**src/attr_table_regs.vh**
```
// Purpose: Constants for the page attribute table block.
// Assumes: Machine-specific register access by index, 64-bit data.
// Notes: Default table is write-back, write-through, uncached-overridable, uncacheable, twice.
`ifndef ATTR_TABLE_REGS_VH
`define ATTR_TABLE_REGS_VH
`define ATTR_TABLE_ADDR 32'h0000_0277
`define FIELD_COUNT 8
`define FIELD_W 8
`define TYPE_W 3
`define TYPE_UNCACHEABLE 3'h0
`define TYPE_WRITE_COMBINING 3'h1
`define TYPE_WRITE_THROUGH 3'h4
`define TYPE_WRITE_PROTECT 3'h5
`define TYPE_WRITE_BACK 3'h6
`define TYPE_UNCACHED_OVERRIDABLE 3'h7
`define ATTR_TABLE_RESET 64'h0007_0406_0007_0406
`define IDENT_LEAF_FEATURES 32'h0000_0001
`define FEATURE_ATTR_BIT 16
`define SELF_SNOOP_BIT 27
`define LOW_REGION_LIMIT 32'h0010_0000
`define SMALL_PAGE_SHIFT 12
`endif

```
**src/attr_table.v**
```verilog
// Purpose: Page attribute table register, memory type lookup and feature report.
// Assumes: Register accesses are single-cycle requests from privileged microcode.
// Notes: Soft reset keeps table; only hard reset reloads defaults.
// Behaviour
// - No cross-processor range-register consistency hardware
// - Range types at 4K granularity, cached per entry
// - Conflicting low large page split into 4K
// - Feature query leaf 1 reports bit 16
// - No enable; lookup always when paging on
// - Table is 64-bit register at 277H
// - Eight byte fields, three-bit type each
// - Decode legal codes, others reserved
// - Reserved code write raises protection fault
// - Index is table bit, cache-disable, write-through
// - Defaults on hard reset, kept on soft
`timescale 1ns/100ps
`default_nettype none
`include "attr_table_regs.vh"
module attr_table (
  // Clock and resets
  input wire clock,
  input wire rst_n,
  input wire softReset,
  // Machine-specific register access
  input wire regWrite,
  input wire regRead,
  input wire [31:0] regAddr,
  input wire [63:0] regWrData,
  output reg [63:0] regRdData,
  output reg regRdValid,
  output reg protectionFault,
  // Identification query
  input wire identQuery,
  input wire [31:0] queryLeafReg,
  output reg [31:0] featureResultReg,
  // Page lookup
  input wire pagingOn,
  input wire lookupValid,
  input wire pageAttrBit,
  input wire pageCacheDisable,
  input wire pageWriteThrough,
  input wire largePage,
  input wire [31:0] pageBase,
  input wire [2:0] rangeType,
  input wire fixedRangeConflict,
  output reg [2:0] pageType,
  output reg pageTypeValid,
  output reg splitSmallPages
);
  localparam [63:0] RESET_TABLE = `ATTR_TABLE_RESET;

  // Stored type codes, one per field, and the full word rebuilt from them
  wire [2:0] fieldType [0:`FIELD_COUNT-1];
  wire [63:0] tableView;
  wire [`FIELD_COUNT-1:0] fieldLegal;
  wire tableHit;
  wire allLegal;
  wire writeAccept;
  wire writeRefuse;
  wire readAccept;
  wire lookupTaken;
  wire [2:0] index;
  wire [2:0] selType;
  wire lowOverlap;
  wire splitNeeded;
  wire [31:0] featureWord;

  // Next values of the registered outputs
  reg [63:0] rdData_d;
  reg rdValid_d;
  reg fault_d;
  reg [31:0] feature_d;
  reg [2:0] pageType_d;
  reg typeValid_d;
  reg split_d;

  genvar g;
  generate
    for (g = 0; g < `FIELD_COUNT; g = g + 1) begin : entry
      wire [7:0] wrByte;
      reg [2:0] type_q;
      reg [2:0] type_d;
      assign wrByte = regWrData[g*`FIELD_W +: `FIELD_W];
      // Any high bit set, or codes 2 and 3, makes the byte illegal
      assign fieldLegal[g] = (wrByte[7:3] == 5'h00) && (wrByte[2:1] != 2'h1);
      always @* begin
        type_d = type_q;
        if (writeAccept) begin
          type_d = wrByte[2:0];
        end
      end
      // Hard reset reloads the default; soft reset leaves the field alone
      always @(posedge clock) begin
        if (!rst_n) begin
          type_q <= RESET_TABLE[g*`FIELD_W +: `TYPE_W];
        end else begin
          type_q <= type_d;
        end
      end
      assign fieldType[g] = type_q;
      // Only legal bytes are stored, so reserved bits read back as zero
      assign tableView[g*`FIELD_W +: `FIELD_W] = {5'h00, type_q};
    end
  endgenerate

  assign tableHit = (regAddr == `ATTR_TABLE_ADDR);
  assign allLegal = &fieldLegal;
  // Whole word taken or refused; a partial update would split the table
  assign writeAccept = regWrite && tableHit && allLegal;
  assign writeRefuse = regWrite && tableHit && !allLegal;
  assign readAccept = regRead && tableHit;
  // No enable bit exists; paging alone gates the lookup
  assign lookupTaken = lookupValid && pagingOn;
  assign index = {pageAttrBit, pageCacheDisable, pageWriteThrough};
  assign selType = fieldType[index];
  assign lowOverlap = largePage && (pageBase < `LOW_REGION_LIMIT);
  // Range type is per 4K granule, so a conflicting low large page is split
  assign splitNeeded = lowOverlap && fixedRangeConflict;
  assign featureWord = (queryLeafReg == `IDENT_LEAF_FEATURES) ?
    (32'h1 << `FEATURE_ATTR_BIT) : 32'h0;

  always @* begin
    rdValid_d = readAccept;
    rdData_d = 64'h0;
    if (readAccept) begin
      rdData_d = tableView;
    end
  end

  always @* begin
    fault_d = writeRefuse;
  end

  always @* begin
    feature_d = featureResultReg;
    if (identQuery) begin
      feature_d = featureWord;
    end
  end

  always @* begin
    typeValid_d = lookupTaken;
    pageType_d = pageType;
    split_d = splitSmallPages;
    if (lookupTaken) begin
      pageType_d = selType;
      split_d = splitNeeded;
    end
  end

  // Read answer stands for one cycle only
  always @(posedge clock) begin
    if (!rst_n || softReset) begin
      regRdValid <= 1'b0;
    end else begin
      regRdValid <= rdValid_d;
    end
  end

  always @(posedge clock) begin
    if (!rst_n || softReset) begin
      regRdData <= 64'h0;
    end else begin
      regRdData <= rdData_d;
    end
  end

  always @(posedge clock) begin
    if (!rst_n || softReset) begin
      protectionFault <= 1'b0;
    end else begin
      protectionFault <= fault_d;
    end
  end

  // Feature word holds until the next query
  always @(posedge clock) begin
    if (!rst_n || softReset) begin
      featureResultReg <= 32'h0;
    end else begin
      featureResultReg <= feature_d;
    end
  end

  always @(posedge clock) begin
    if (!rst_n || softReset) begin
      pageTypeValid <= 1'b0;
    end else begin
      pageTypeValid <= typeValid_d;
    end
  end

  // Type stands until the next lookup, like a cache entry
  always @(posedge clock) begin
    if (!rst_n || softReset) begin
      pageType <= 3'h0;
    end else begin
      pageType <= pageType_d;
    end
  end

  always @(posedge clock) begin
    if (!rst_n || softReset) begin
      splitSmallPages <= 1'b0;
    end else begin
      splitSmallPages <= split_d;
    end
  end

  // No consistency logic across processors exists here
  // rangeType is resolved outside; kept for combining in the cache entry
  wire unusedRange = ^rangeType;
endmodule
`default_nettype wire

```
**config.mk**
```make
export PLATFORM = sky130hd
export DESIGN_NAME = attr_table
export DESIGN_NICKNAME = d
export VERILOG_FILES = /design/src/attr_table.v
export VERILOG_INCLUDE_DIRS = /design/src /design/src/src
export SDC_FILE = /design/constraint.sdc
export NUM_CORES = 1
export LEC_CHECK = 0
export ABC_AREA = 1
export BUFFER_PORTS_ARGS = -buffer_cell sky130_fd_sc_hd__buf_2
export CORE_AREA = 2 2 110 112
export CTS_BUF_LIST = sky130_fd_sc_hd__clkbuf_8
export DETAILED_ROUTE_END_ITERATION = 6
export DIE_AREA = 0 0 112 114
export GPL_TIMING_DRIVEN = 0
export PLACE_DENSITY_LB_ADDON = 0.3
export SYNTH_ARGS = -nofsm -noshare
export SYNTH_HDL_FRONTEND = slang
export SYNTH_SLANG_ARGS = --single-unit
```
**constraint.sdc**
```tcl
create_clock -name clock -period 1.4 [get_ports clock]
set_input_delay 0.21 -clock clock [delete_from_list [all_inputs] [get_ports clock]]
set_output_delay 0.21 -clock clock [all_outputs]
set_load 0.02 [all_outputs]
```
* After elaboration in Yosys (flattened, before gate mapping)
Index checks and enable logic that the tools add are counted.
Storage, ports and cells: register bits after elaboration 127, latch bits 0, bits in writable memories 0, bits in read-only memories 0, bits of input ports 176, output and inout port bits 103, logic and storage cells 62, memories 0
Operators by class: add/sub/neg operators 0, $mul 0, divide/modulo/power cells 0, magnitude comparators 2, eq/ne operators 10, shifts and indexed selects 0, mux-type cells 4, bitwise logic cells 2, reduce and logical (&&, ||, !) cells 28
Operators by type and width (count):
- $logic_not 5->1 | 8
- $eq 32x1->1 const B | 1
- $eq 32x10->1 const B | 1
- $lt 32x21->1 const B | 1
- $mux 17 | 1
- $ne 2x1->1 const B | 8
- $logic_and 1x1->1 | 15
- $bmux 3 s3 | 1
- $reduce_and 8->1 | 1
- $mux 3 | 2
- $ge 4x4->1 const B | 1
- $not 3->4 | 1
- $logic_not 1->1 | 2
- $reduce_or 2->1 | 1
- $logic_or 1x1->1 | 1
- $not 1->1 | 1

* Depth between registers and ports, before layout
depth after elaboration 5, gate-level depth with buffers 11, gate-level depth less buffers 10

* Worst setup path after synthesis
No wires, ideal clock.
kind input port to flip-flop, start point input regWrData[61], end point register entry[0].type_q[1], library setup time 0.130 ns, arrival time 1.125 ns, data required time 1.270 ns, setup slack 0.145 ns, stages on the path 11, buffers on the path 1, cells stage by stage nor2_1 -> nand2_1 -> nor2_1 -> inv_1 -> nor2_1 -> nand2_1 -> nor2_4 -> nand2_1 -> buf_2 -> nand2_1 -> nand3_1
Between the ends: word-level cells in the longest chain between the ends 4
Ends and longest elaborated chain:
- start, declared | RTL line attr_table.v:28 | input wire [63:0] regWrData,
- $logic_not 5->1 | RTL line attr_table.v:85 | assign fieldLegal[g] = (wrByte[7:3] == 5'h00) && (wrByte[2:1] != 2'h1);
- $logic_and 1x1->1 | RTL line attr_table.v:85
- $reduce_and 8->1 | RTL line attr_table.v:107 | assign allLegal = &fieldLegal;
- $logic_and 1x1->1 | RTL line attr_table.v:109 | assign writeAccept = regWrite && tableHit && allLegal;
- end signal, assigned | RTL line attr_table.v:95 | type_q <= RESET_TABLE[g*`FIELD_W +: `TYPE_W];
- end signal, assigned | RTL line attr_table.v:97 | type_q <= type_d;
- end, declared | RTL line attr_table.v:81 | reg [2:0] type_q;
Every way passes these cells. A chain may end at the register's enable or synchronous reset.

* Final worst setup path
start point input regAddr[18], end point register entry[4].type_q[2]
Between the ends: word-level cells in the longest chain between the ends 3
Ends and longest elaborated chain:
- start, declared | RTL line attr_table.v:27 | input wire [31:0] regAddr,
- $eq 32x10->1 (no line)
- $logic_and 1x1->1 (2 in series) | RTL line attr_table.v:109
- end signal, assigned | RTL line attr_table.v:95
- end signal, assigned | RTL line attr_table.v:97
- end, declared | RTL line attr_table.v:81
Every way passes these cells.

==> results.txt <==
The via count of the first global-routing pass is 3150. The worst path meets setup with 182.5 ps of slack. Setup violations remaining at the end of the flow were counted as 0. The clock tree buffer depth is 2.

The worst setup path is captured at a register. The count of boundary I/O pins came out at 279. The number of slew-limit violations in the final report is 0. The number of failing hold endpoints at the final stage is 0. STA classifies the critical path startpoint as an input port.

The portion of the post-synthesis area used by sequential elements is 33.51%. The width of the die came out at 112 um. On the final layout, the worst hold slack is 89.87 ps. Across the routed clock network, the largest skew measured is 8.262 ps. The static leakage power came out at 2.952 nW. The number of nets in the final layout is 972.

The cell count after synthesis is 535. In this run the tool buffered the top-level ports with 183 buffer cells. The number of antenna diodes in the final layout is 0.

The H-tree generated during clock tree synthesis spans 2 levels. The post-synthesis sequential element count came out at 56. Entering global routing, the biggest net connects 18 pins. The number of remaining DRC errors is 0.

The routed layout has 3689 vias. With fillers left out, the area of the finished cells amounts to 4842 um^2. The smallest clock period supported by the final layout is computed as 1218 ps.

The upper clock frequency limit came out at 821.3 MHz. The clock tree root buffer cell is clkbuf_8. The detailed-routing iteration count for the pre-antenna-repair pass came out at 6. The wire length of the first global-routing pass came out at 14.37 mm. The number of core rows is 40. The kind of path behind the tightest hold check is in2reg.

Of all cell types, the one taking the most synthesized area is dfxtp_1. The instance area at placement is 4708 um^2. The total power draw is 3.396 mW. Counting distinct cell types in the post-synthesis netlist gives 23.

The run finished with clean final reports. The placed wire-length estimate after detailed placement came out at 8.294 mm. The data required time of the worst path is 1600 ps. Measured on the finished design, the core utilization comes to 41.35%.

Leaving out fill and tap cells, the most frequent cell in the layout is buf_2. The ratio of total power to cell area is 701.3 nW/um^2. The kind of critical path is in2reg. The number of nets with antenna violations after detailed routing is 0.

Dividing the detail-routed via count by the number of cells gives 3.908. Sorting the synthesized cells by area gives the leading types as dfxtp_1, buf_4, nand2_1. The global-route total usage across every layer is 14.02%. The part of the cycle the worst path needs came out at 86.97%.

The clock-pin transition on the worst setup and hold timing paths is 100 ps. Summed over its instances, the top area cell type makes up 33.51% of the synthesized netlist area. The starting density of the core came out at 28.57%. The total detailed-routing wirelength came out at 9.527 mm. The initial antenna violation count came out at 0. The weighted congestion reported at the end of routability-driven placement came out at 0.8538. The placeable core region came out at 11710 um^2.

The placement-stage worst setup slack is -204.0 ps. The per-instance average area after synthesis came out at 6.254 um^2. The count of filler cells inserted in the layout came out at 1292. The top cell types in the final layout, fill and taps aside, are buf_2, nand2_1, nor2_1. The number of max-cap violations came out at 0. The post-detailed-route wirelength per cell came out at 10.09 um. The clock reaches the later pin of the worst-skew pair after 310 ps. The top fanout value on the critical path is 10.

The number of CTS-inserted buffers is 5. The post-route netlist has 35.26% of its cells at a drive strength greater than 1. The arrival time of data at the critical path endpoint came out at 1410 ps. The detailed router finished its first iteration with 131 violations.

The number of clock sinks seen by CTS is 56. The area of the die came out at 12770 um^2. From synthesis to final layout, the design area changed by 44.73%. After global routing the overflow that remains totals 0. During synthesis, Yosys emitted a total of 0 warnings. The largest voltage drop on the vdd net is 0.0004105 V. Setup repair after global routing left no endpoint under its margin. The die is 114 um tall. The netlist area before placement is 3346 um^2. TritonCTS built the clock tree.
[Yosys cell counts]
library cell / count
o211ai_1: 1
clkbuf_1: 4
buf_1: 1
o22ai_1: 2
nand3_1: 28
buf_2: 6
nand2_1: 114
nand4_1: 4
a21oi_1: 16
inv_1: 87
inv_2: 4
nor2_1: 106
and3_1: 1
nand3_2: 1
o21ai_1: 1
nor4_1: 7
buf_6: 1
nor3_1: 4
nor2_4: 2
dfxtp_1: 56
buf_4: 72
o21ai_0: 16
conb_1: 1
[metrics by stage]
stage	cells	TNS [ps]
2_1_floorplan	605	0
3_3_place_gp	935	-7428
3_5_place_dp	935	-7417
4_1_cts	943	0
5_1_grt	944	0
6_report	944	0
[worst max-delay path: stages]
cell	delay [ps]
buf_2	90
inv_1	60
nand2_1	60
nor2_1	90
nand2_1	60
nor2_1	180
nand3_2	150
inv_1	80
nand2_1	90
clkbuf_4	200
nand2_1	80
nand3_1	70
[worst paths after layout]
| path | startpoint | to | slack (ps) | cells past startpoint |
|---|---|---|---|---|
| hold / removal | regWrData[48] | entry[6].type_q[0]$_SDFFE_PN1P_ | 90 | 3 |
| setup reg to reg | entry[1].type_q[2]$_SDFFE_PN1P_ | pageType[2]$_SDFFE_PP0P_ | 250 | 6 |
| hold reg to reg | entry[4].type_q[2]$_SDFFE_PN1P_ | regRdData[34]$_SDFF_PP0_ | 450 | 2 |
| setup / recovery | regAddr[18] | entry[4].type_q[2]$_SDFFE_PN1P_ | 180 | 12 |
[registers in the layout, indices dropped and copies added (netlist names)]
register	cells
entry.type_q	24
featureResultReg	1
pageType	3
pageTypeValid	1
protectionFault	1
regRdData	24
regRdValid	1
splitSmallPages	1
[power by group]
group | internal (mW) | switching [mW] | total (mW) | leakage (nW)
registers | 1.60 | 0.00187 | 1.60 | 0.452
clock network | 0.534 | 0.515 | 1.05 | 0.0599
logic | 0.350 | 0.400 | 0.750 | 2.44
total | 2.48 | 0.917 | 3.40 | 2.95
[area by class of cell]
cell class / count / area (um^2) / share of cell area (%)
multi-input combinational: 374 / 1555 / 32.12
inverter: 91 / 341.6 / 7.054
buffer: 84 / 605.6 / 12.51
clock inverter: 3 / 42.54 / 0.8786
tap: 147 / 183.9 / 3.798
sequential: 56 / 1121 / 23.15
clock buffer: 5 / 68.82 / 1.421
timing repair buffer: 184 / 923.4 / 19.07
[kinds of logic (layout without fill, tap and decap cells)]
group / after synthesis / after routing / synth area share (%)
AO/OA/AOI/OAI: 36 / 36 / 5.535
other: 1 / 71 / 0.1121
buffers and inverters: 175 / 367 / 28.16
flip-flops: 56 / 56 / 33.51
AND/OR/NAND/NOR: 267 / 267 / 32.68
[metal layers]
metal / vias to the layer above / wire [um] / global-route usage [%]
met4: 0 / 97 / 3.496
met5: - / 0 / 0
met2: 197 / 4728 / 27.19
met3: 9 / 1055 / 3.241
met1: 1503 / 3646 / 15.40
li1: 1980 / - / -
[what timing repair did]
item,4_1_cts,5_1_grt
gates resized for setup,0,7
buffers inserted,0,1
setup endpoints to repair,0,30
hold buffers,0,0
Power figures use the tool's default switching activity.
